### src/verilog/rcoc_map.vh
// Register map, field layout and codes of the second recovered-clock control block
`ifndef RCOC_MAP_VH
`define RCOC_MAP_VH

// Byte addresses on the register bus
`define RCOC_CTRL_ADDR      8'h18
`define RCOC_STAT_ADDR      8'h1c
`define RCOC_ADDR_W         8

// Control register layout
`define RCOC_CTRL_RESET     16'h0000
`define RCOC_CTRL_WMASK     16'hff37
`define RCOC_EN_BIT         15
`define RCOC_SRC_HI         14
`define RCOC_SRC_LO         11
`define RCOC_FREQ_HI        10
`define RCOC_FREQ_LO        8
`define RCOC_SQL_HI         5
`define RCOC_SQL_LO         4
`define RCOC_KIND_HI        2
`define RCOC_KIND_LO        0

// Squelch levels
`define RCOC_SQL_AUTO       2'h0
`define RCOC_SQL_AUTO_ALL   2'h1
`define RCOC_SQL_LINK_ONLY  2'h2
`define RCOC_SQL_OFF        2'h3

// Source kinds and frequency codes
`define RCOC_KIND_SERIAL    3'h0
`define RCOC_KIND_COPPER    3'h1
`define RCOC_FREQ_25M       3'h0
`define RCOC_FREQ_125M      3'h1
`define RCOC_FREQ_31M25     3'h2
`define RCOC_NUM_PORTS      4

// Link speed codes of each port
`define RCOC_SPD_10         2'h0
`define RCOC_SPD_100        2'h1
`define RCOC_SPD_1000       2'h2

// Bus response codes
`define RCOC_RESP_OKAY      2'h0
`define RCOC_RESP_SLVERR    2'h2

`endif

### src/verilog/rcoc_top.v
// Second recovered-clock output control: register slave, source select and squelch
`timescale 1ns/1ps
`include "rcoc_map.vh"

module rcoc_top (
	input  wire        aclk,
	input  wire        aresetn,
	// Register bus, AXI4-Lite
	input  wire [7:0]  s_axi_awaddr,
	input  wire [2:0]  s_axi_awprot,
	input  wire        s_axi_awvalid,
	output reg         s_axi_awready,
	input  wire [31:0] s_axi_wdata,
	input  wire [3:0]  s_axi_wstrb,
	input  wire        s_axi_wvalid,
	output reg         s_axi_wready,
	output reg  [1:0]  s_axi_bresp,
	output reg         s_axi_bvalid,
	input  wire        s_axi_bready,
	input  wire [7:0]  s_axi_araddr,
	input  wire [2:0]  s_axi_arprot,
	input  wire        s_axi_arvalid,
	output reg         s_axi_arready,
	output reg  [31:0] s_axi_rdata,
	output reg  [1:0]  s_axi_rresp,
	output reg         s_axi_rvalid,
	input  wire        s_axi_rready,
	// Per-port recovered clock levels and link state
	input  wire [3:0]  serial_rclk,
	input  wire [3:0]  copper_rclk,
	input  wire [3:0]  link_up,
	input  wire [3:0]  link_stable,
	input  wire [7:0]  link_speed,
	input  wire [3:0]  gig_master,
	input  wire [3:0]  eee_mode,
	input  wire [3:0]  lp_idle_rx,
	input  wire        ext_squelch,
	// Clock output side
	output reg         recovered_clock_two_output,
	output reg         recovered_clock_two_drive,
	output reg  [2:0]  recovered_clock_two_rate
);

	// Control register and bus state
	reg  [15:0] ctrl_q;
	reg  [15:0] ctrl_d;
	reg  [7:0]  awaddr_q;
	reg         aw_full_q;
	reg  [15:0] wdata_q;
	reg  [1:0]  wstrb_q;
	reg         w_full_q;
	reg  [31:0] rd_word;
	reg         rd_hit;

	// Decoded control fields
	wire        en;
	wire [3:0]  src;
	wire [2:0]  freq;
	wire [1:0]  level;
	wire [2:0]  kind;
	wire [1:0]  port;
	wire        src_ok;
	wire        kind_ok;

	// Selected port signals
	wire        sel_clk;
	wire [1:0]  sel_speed;
	wire        squelch;
	wire        wr_go;
	wire        aw_hs;
	wire        w_hs;
	wire        ar_hs;
	reg  [3:0]  wr_state_q;
	reg  [3:0]  wr_state_d;
	reg  [2:0]  rd_state_q;
	reg  [2:0]  rd_state_d;

	// One-hot channel states; a write waits for both halves before it commits
	localparam [3:0] WR_OPEN   = 4'b0001;
	localparam [3:0] WR_COMMIT = 4'b0010;
	localparam [3:0] WR_RESP   = 4'b0100;
	localparam [3:0] WR_DRAIN  = 4'b1000;
	localparam [2:0] RD_OPEN   = 3'b001;
	localparam [2:0] RD_DATA   = 3'b010;
	localparam [2:0] RD_DRAIN  = 3'b100;

	// Picks one bit of a per-port vector
	function sel4;
		input [3:0] vec;
		input [1:0] idx;
		begin
			sel4 = vec[idx];
		end
	endfunction

	// Tells whether a byte address names one of the two words
	function addr_hit;
		input [7:0] addr;
		begin
			addr_hit = (addr == `RCOC_CTRL_ADDR) || (addr == `RCOC_STAT_ADDR);
		end
	endfunction

	// Field views of the control register
	assign en      = ctrl_q[`RCOC_EN_BIT];
	assign src     = ctrl_q[`RCOC_SRC_HI:`RCOC_SRC_LO];
	assign freq    = ctrl_q[`RCOC_FREQ_HI:`RCOC_FREQ_LO];
	assign level   = ctrl_q[`RCOC_SQL_HI:`RCOC_SQL_LO];
	assign kind    = ctrl_q[`RCOC_KIND_HI:`RCOC_KIND_LO];
	assign port    = src[1:0];

	// Reserved codes select no clock rather than alias onto a real port
	assign src_ok  = (src[3:2] == 2'h0);
	assign kind_ok = (kind == `RCOC_KIND_SERIAL) || (kind == `RCOC_KIND_COPPER);

	// Source multiplexer: port first, then the kind of recovered clock
	assign sel_clk = (kind == `RCOC_KIND_COPPER) ? sel4(copper_rclk, port)
		: sel4(serial_rclk, port);
	assign sel_speed = link_speed[{port, 1'b0} +: 2];

	// Squelch policy on the selected port's link state
	rcoc_squelch u_squelch (
		.aclk        (aclk),
		.aresetn     (aresetn),
		.level       (level),
		.link_up     (sel4(link_up, port)),
		.link_stable (sel4(link_stable, port)),
		.speed       (sel_speed),
		.gig_master  (sel4(gig_master, port)),
		.eee_mode    (sel4(eee_mode, port)),
		.lp_idle_rx  (sel4(lp_idle_rx, port)),
		.ext_squelch (ext_squelch),
		.squelch_q   (squelch)
	);

	// Bus handshakes; each ready is a flop so the slave never answers combinationally
	assign aw_hs = s_axi_awvalid & s_axi_awready;
	assign w_hs  = s_axi_wvalid & s_axi_wready;
	assign ar_hs = s_axi_arvalid & s_axi_arready;
	assign wr_go = (wr_state_q == WR_COMMIT);

	// Write address and data are caught independently, in either order
	always @(posedge aclk) begin
		if (!aresetn) begin
			aw_full_q <= 1'b0;
			awaddr_q  <= 8'h00;
			w_full_q  <= 1'b0;
			wdata_q   <= 16'h0000;
			wstrb_q   <= 2'h0;
		end else begin
			if (aw_hs) begin
				aw_full_q <= 1'b1;
				awaddr_q  <= s_axi_awaddr;
			end else if (wr_go) begin
				aw_full_q <= 1'b0;
			end
			if (w_hs) begin
				w_full_q <= 1'b1;
				wdata_q  <= s_axi_wdata[15:0];
				wstrb_q  <= s_axi_wstrb[1:0];
			end else if (wr_go) begin
				w_full_q <= 1'b0;
			end
		end
	end

	// Readies drop on their own handshake and rise again once the response is gone
	always @(posedge aclk) begin
		if (!aresetn) begin
			s_axi_awready <= 1'b0;
			s_axi_wready  <= 1'b0;
		end else begin
			s_axi_awready <= (wr_state_d == WR_OPEN) & ~aw_full_q & ~aw_hs;
			s_axi_wready  <= (wr_state_d == WR_OPEN) & ~w_full_q & ~w_hs;
		end
	end

	// Write sequence: collect both halves, commit, answer, reopen one edge after the answer
	always @* begin
		wr_state_d = wr_state_q;
		case (wr_state_q)
			WR_OPEN: begin
				if ((aw_full_q | aw_hs) & (w_full_q | w_hs)) begin
					wr_state_d = WR_COMMIT;
				end
			end
			WR_COMMIT: begin
				wr_state_d = WR_RESP;
			end
			WR_RESP: begin
				if (s_axi_bready) begin
					wr_state_d = WR_DRAIN;
				end
			end
			WR_DRAIN: begin
				wr_state_d = WR_OPEN;
			end
			default: begin
				wr_state_d = WR_OPEN;
			end
		endcase
	end

	// Write state register
	always @(posedge aclk) begin
		if (!aresetn) begin
			wr_state_q <= WR_OPEN;
		end else begin
			wr_state_q <= wr_state_d;
		end
	end

	// Byte-lane merge into the control word; reserved bits stay zero
	always @* begin
		ctrl_d = ctrl_q;
		if (wstrb_q[0]) begin
			ctrl_d[7:0] = wdata_q[7:0];
		end
		if (wstrb_q[1]) begin
			ctrl_d[15:8] = wdata_q[15:8];
		end
		ctrl_d = ctrl_d & `RCOC_CTRL_WMASK;
	end

	// Control register; the status word ignores writes
	always @(posedge aclk) begin
		if (!aresetn) begin
			ctrl_q <= `RCOC_CTRL_RESET;
		end else if (wr_go && (awaddr_q == `RCOC_CTRL_ADDR)) begin
			ctrl_q <= ctrl_d;
		end
	end

	// Write response two edges after the later of the address and data handshakes
	always @(posedge aclk) begin
		if (!aresetn) begin
			s_axi_bvalid <= 1'b0;
			s_axi_bresp  <= `RCOC_RESP_OKAY;
		end else if (wr_go) begin
			s_axi_bvalid <= 1'b1;
			s_axi_bresp  <= addr_hit(awaddr_q) ? `RCOC_RESP_OKAY : `RCOC_RESP_SLVERR;
		end else if (s_axi_bvalid && s_axi_bready) begin
			s_axi_bvalid <= 1'b0;
		end
	end

	// Read mux: the status word shows what the output logic is really doing
	always @* begin
		rd_word = 32'h0000_0000;
		rd_hit  = 1'b1;
		case (s_axi_araddr)
			`RCOC_CTRL_ADDR: begin
				rd_word[15:0] = ctrl_q & `RCOC_CTRL_WMASK;
			end
			`RCOC_STAT_ADDR: begin
				rd_word[0] = squelch;
				rd_word[1] = recovered_clock_two_drive;
				rd_word[2] = sel4(link_up, port);
				rd_word[3] = ext_squelch;
				rd_word[4] = src_ok & kind_ok;
			end
			default: begin
				rd_hit = 1'b0;
			end
		endcase
	end

	// Read channel: data one edge after the address handshake, held until taken
	always @(posedge aclk) begin
		if (!aresetn) begin
			s_axi_arready <= 1'b0;
			s_axi_rvalid  <= 1'b0;
			s_axi_rdata   <= 32'h0000_0000;
			s_axi_rresp   <= `RCOC_RESP_OKAY;
		end else begin
			s_axi_arready <= (rd_state_d == RD_OPEN) & ~ar_hs;
			if (ar_hs) begin
				s_axi_rvalid  <= 1'b1;
				s_axi_rdata   <= rd_word;
				s_axi_rresp   <= rd_hit ? `RCOC_RESP_OKAY : `RCOC_RESP_SLVERR;
			end else if (s_axi_rvalid && s_axi_rready) begin
				s_axi_rvalid  <= 1'b0;
			end
		end
	end

	// Read sequence: answer, then reopen the address one edge after the data is taken
	always @* begin
		rd_state_d = rd_state_q;
		case (rd_state_q)
			RD_OPEN: begin
				if (ar_hs) begin
					rd_state_d = RD_DATA;
				end
			end
			RD_DATA: begin
				if (s_axi_rready) begin
					rd_state_d = RD_DRAIN;
				end
			end
			RD_DRAIN: begin
				rd_state_d = RD_OPEN;
			end
			default: begin
				rd_state_d = RD_OPEN;
			end
		endcase
	end

	// Read state register
	always @(posedge aclk) begin
		if (!aresetn) begin
			rd_state_q <= RD_OPEN;
		end else begin
			rd_state_q <= rd_state_d;
		end
	end

	// Output stage: a squelched or disabled output is held low, never left floating
	always @(posedge aclk) begin
		if (!aresetn) begin
			recovered_clock_two_output <= 1'b0;
			recovered_clock_two_drive  <= 1'b0;
			recovered_clock_two_rate   <= `RCOC_FREQ_25M;
		end else begin
			recovered_clock_two_drive  <= en & src_ok & kind_ok & ~squelch;
			recovered_clock_two_output <= en & src_ok & kind_ok & ~squelch
				& sel_clk;
			recovered_clock_two_rate   <= freq;
		end
	end

endmodule

### src/verilog/rcoc_squelch.v
// Squelch decision for the selected port of the second recovered-clock output
`timescale 1ns/1ps
`include "rcoc_map.vh"

module rcoc_squelch (
	input  wire       aclk,
	input  wire       aresetn,
	input  wire [1:0] level,
	input  wire       link_up,
	input  wire       link_stable,
	input  wire [1:0] speed,
	input  wire       gig_master,
	input  wire       eee_mode,
	input  wire       lp_idle_rx,
	input  wire       ext_squelch,
	output reg        squelch_q
);

	wire       spd10;
	wire       spd100;
	wire       gig_slave;
	wire       down;
	wire       eee_sq;
	reg        squelch_d;

	// Link conditions of the two automatic levels; spd10 is used by RCOC_SQL_AUTO only
	assign spd10     = (speed == `RCOC_SPD_10);
	assign spd100    = (speed == `RCOC_SPD_100);
	assign gig_slave = (speed == `RCOC_SPD_1000) & ~gig_master;
	assign down      = ~link_up | ~link_stable;
	assign eee_sq    = eee_mode & (spd100 | gig_slave);

	// The pin wins over every level, so it is tested last
	always @* begin
		case (level)
			`RCOC_SQL_AUTO: begin
				squelch_d = down | ((speed == `RCOC_SPD_1000) & gig_master) | spd10
					| eee_sq;
			end
			`RCOC_SQL_AUTO_ALL: begin
				squelch_d = down | (eee_sq & ~lp_idle_rx);
			end
			`RCOC_SQL_LINK_ONLY: begin
				squelch_d = ~link_up;
			end
			default: begin
				squelch_d = 1'b0;
			end
		endcase
		if (ext_squelch) begin
			squelch_d = 1'b1;
		end
	end

	// Registered so the output path sees a clean level
	always @(posedge aclk) begin
		if (!aresetn) begin
			squelch_q <= 1'b1;
		end else begin
			squelch_q <= squelch_d;
		end
	end

endmodule

### config.mk
export PLATFORM = sky130hd
export DESIGN_NAME = rcoc_top
export DESIGN_NICKNAME = d
export VERILOG_FILES = /design/src/verilog/rcoc_top.v /design/src/verilog/rcoc_squelch.v
export VERILOG_INCLUDE_DIRS = /design/src /design/src/verilog
export SDC_FILE = /design/constraint.sdc
export NUM_CORES = 1
export LEC_CHECK = 0
export BUFFER_PORTS_ARGS = -buffer_cell sky130_fd_sc_hd__buf_2
export CAP_MARGIN = 0
export CORE_MARGIN = 4
export CORE_UTILIZATION = 42
export CTS_CLUSTER_SIZE = 28
export DETAILED_ROUTE_END_ITERATION = 12
export GPL_TIMING_DRIVEN = 0
export PLACE_DENSITY_LB_ADDON = 0.2
export SETUP_SLACK_MARGIN = 0.4
export SLEW_MARGIN = 40
export SYNTH_ARGS = -nofsm -noshare
export SYNTH_HDL_FRONTEND = slang
export SYNTH_HIERARCHICAL = 1
export SYNTH_SLANG_ARGS = --single-unit
export TNS_END_PERCENT = 1
### constraint.sdc
create_clock -name aclk -period 1.85 [get_ports aclk]
set_input_delay 0.185 -clock aclk [delete_from_list [all_inputs] [get_ports aclk]]
set_output_delay 0.185 -clock aclk [all_outputs]
set_load 0.1 [all_outputs]
==> metrics.csv <==
metric;value;unit
status;completed;
CTS Hold Bufs;0;
Setup violations, final;0;
Initial DRC Count;67;
CTS tree;built;
pre-CTS WS;-146.9;ps
initial cell density of the core;43.45;%
total number of vias;2759;
asr flop ratio synth;0;%
initial antenna violation count;0;
Cell Pwr Density;875.1;nW/um^2
RSZ-0062 raised after global routing;true;
reg2reg start;awaddr_q[1];
R2R cell count;4;
Avg Inst Size Synth;9.236;sq um
post-route ant nets;0;
Sink Count;72;
Max Slew Vio Count;0;
TNS Setup;0;ps
per-cell routed wire length;13.25;um
vias per inst;4.716;
Worst Setup SP;awaddr_q[1];
Post-synth EDFFs;0;
Max Fanout on Critical Path;8;
Hold Fails Final Rpt;0;
R2R Setup Slk;130;ps
VDD IR-drop max;0.5022;mV
leak pwr;1.806;nW
CP Launch Type;flip-flop;
WHS Path Cells;3;
register area share after synthesis;45.50;%
vias in the first global route;2770;
Worst-path clk slew;80;ps
Register Area;1451;sq um
Total GRT Usage;17.98;%
clk_lat worst skew;350;ps
mapped cell area;3168;sq um
GP Congestion;0.7789;
DIE AREA;8997;sq um
global route total overflow;0;
fin nets;583;
worst clock skew;11.67;ps
worst-margin pin slew;562.6;ps
design area;4224;sq um
# fillers;716;
Synth Instances;343;
DRC;0;
multi-input logic area;1564;sq um
cts bufs inserted;9;
WL final;7.753;mm
fin crit share;92.89;%
worst hold path type;primary input to flip-flop;
Netlist cell types;45;
layout cells sized above 1;35.19;%
# IOs;148;
flops & latches, synth;72;
Port Buffers;100;
DRT Pass-1 Iters;4;
area post-placement;3872;sq um
Critical Path Sink Type;flip-flop;
Worst slew margin;62.16;%
htree depth;3;
Antenna Cells;0;
YS warnings;6;
max cap viols;0;
hold path startpoint;s_axi_awaddr[3];
largest net degree at the start of global routing;13;
Clock Tree Buf Depth;2;
die height;94.85;um
Detailed Place HPWL;6.003;mm
Die Span X;94.85;um
Post-synth top flop;dfxtp_1;
CP arrival;1990;ps
core area;7292;sq um
root buf cell;clkbuf_8;
WP data required;2120;ps
shortest period the worst path allows;1718;ps
WHS Endpoint;awaddr_q[3];
first-pass GRT wire length;12.56;mm
Setup CP Type;flip-flop to flip-flop;
PnR worst setup slack;131.5;ps
fmax;0.5819;GHz
area delta synth->final;33.33;%
row count;31;
Reg-to-Reg End;ctrl_q[12];
-- registers in the layout (all words and copies together) (netlist names), 2 cells and up --
name	flops
wdata_q	13
rd_state_q	3
awaddr_q	8
recovered_clock_two_rate	3
wstrb_q	2
s_axi_rdata	14
wr_state_q	4
ctrl_q	13
-- kinds of logic (layout without fill, tap and decap cells) --
logic type | after synthesis | after routing | share of synthesized area (%)
multiplexers | 27 | 27 | 12.12
flip-flops | 72 | 72 | 45.50
AND/OR/NAND/NOR | 142 | 142 | 21.96
other | 1 | 20 | 0.1184
AO/OA/AOI/OAI | 58 | 58 | 12.40
buffers and inverters | 42 | 166 | 7.622
XOR/XNOR | 1 | 1 | 0.2765
-- critical path: stages, from the launching register on --
cell	delay, ps
dfxtp_1	320
or4bb_4	590
nor4_4	350
buf_12	180
mux2i_1	200
-- layer usage --
| layer | wire length, um | vias up | share of wire, % | track usage (%) |
|---|---|---|---|---|
| met5 | 0 | - | 0 | 0 |
| met2 | 3892 | 87 | 50 | 32.35 |
| met1 | 3258 | 1262 | 42 | 20.54 |
| li1 | - | 1404 | - | - |
| met4 | 55 | 0 | 0.71 | 3.966 |
| met3 | 546 | 6 | 7.0 | 6.056 |
-- how the worst max path moves through the flow --
stage                      end  slack [ps]
floorplan           ctrl_q[10]         100
global placement    ctrl_q[12]        -130
detailed placement  ctrl_q[12]        -150
CTS                 ctrl_q[12]          70
global route         ctrl_q[8]          60
finish              ctrl_q[12]         130
-- stage by stage --
stage / util, % / cells / power [mW] / hold slack (ps)
5_1_grt: 57.93 / 585 / 3.835 / 65.86
3_3_place_gp: 53.11 / 561 / 2.178 / 431.6
4_1_cts: 57.67 / 584 / 3.727 / 63.98
6_report: 57.93 / 585 / 3.696 / 76.54
3_5_place_dp: 53.11 / 561 / 2.186 / 443.0
2_1_floorplan: - / 362 / 2.052 / 326.0
-- what timing repair did --
item	CTS	global route
setup endpoints to repair	37	39
pin swaps	3	2
gates resized for setup	6	6
buffers inserted	7	1
-- power breakdown --
group	switching, mW	total (mW)	internal, mW
Clock	0.577	1.54	0.967
Sequential	0.0222	1.61	1.59
Combinational	0.378	0.541	0.162
Total	0.978	3.70	2.72
-- layout by cell type (no fill, tap or decap), types with 2 or more instances in the layout --
| cell | instances |
|---|---|
| mux2i_1 | 17 |
| nor2_1 | 4 |
| o21ai_0 | 16 |
| and2_1 | 3 |
| clkbuf_1 | 10 |
| a21oi_1 | 4 |
| nand2b_1 | 17 |
| buf_4 | 26 |
| buf_6 | 2 |
| nor4_4 | 2 |
| buf_1 | 2 |
| and3_1 | 2 |
| clkbuf_8 | 11 |
| mux4_2 | 9 |
| dfxtp_1 | 66 |
| nand4_1 | 2 |
| o21a_1 | 2 |
| dfxtp_2 | 5 |
| nor3_1 | 5 |
| inv_1 | 6 |
| nand2_1 | 90 |
| clkbuf_2 | 2 |
| nor3b_1 | 3 |
| conb_1 | 20 |
| nor2b_1 | 4 |
| buf_2 | 100 |
| a21boi_0 | 27 |
| bufinv_16 | 3 |
-- area by class of cell --
class	instances	area share (%)
Timing Repair Buffer	108	13.66
Multi-Input combinational cell	248	37.03
Sequential cell	72	34.36
Buffer	36	5.480
Clock buffer	11	3.584
Tap cell	99	2.932
Inverter	6	0.5332
Clock inverter	5	2.429
-- Yosys cell counts, drive strengths merged, types with 2 or more instances --
master / number / share of area (%)
nand4: 2 / 0.39
nand2: 90 / 11
nor2b: 4 / 0.79
a21boi: 27 / 6.4
and2: 5 / 1.0
dfxtp: 72 / 45
o21a: 3 / 0.75
a21oi: 4 / 0.63
nor4: 3 / 1.5
buf: 24 / 5.5
nor3b: 3 / 0.71
o21ai: 16 / 2.5
nor2: 4 / 0.47
mux2i: 17 / 5.4
inv: 6 / 0.71
clkbuf: 12 / 1.4
and3: 2 / 0.39
nand2b: 17 / 3.4
mux4: 9 / 6.4
nor3: 5 / 0.79
(Power assumes the default switching activity.)
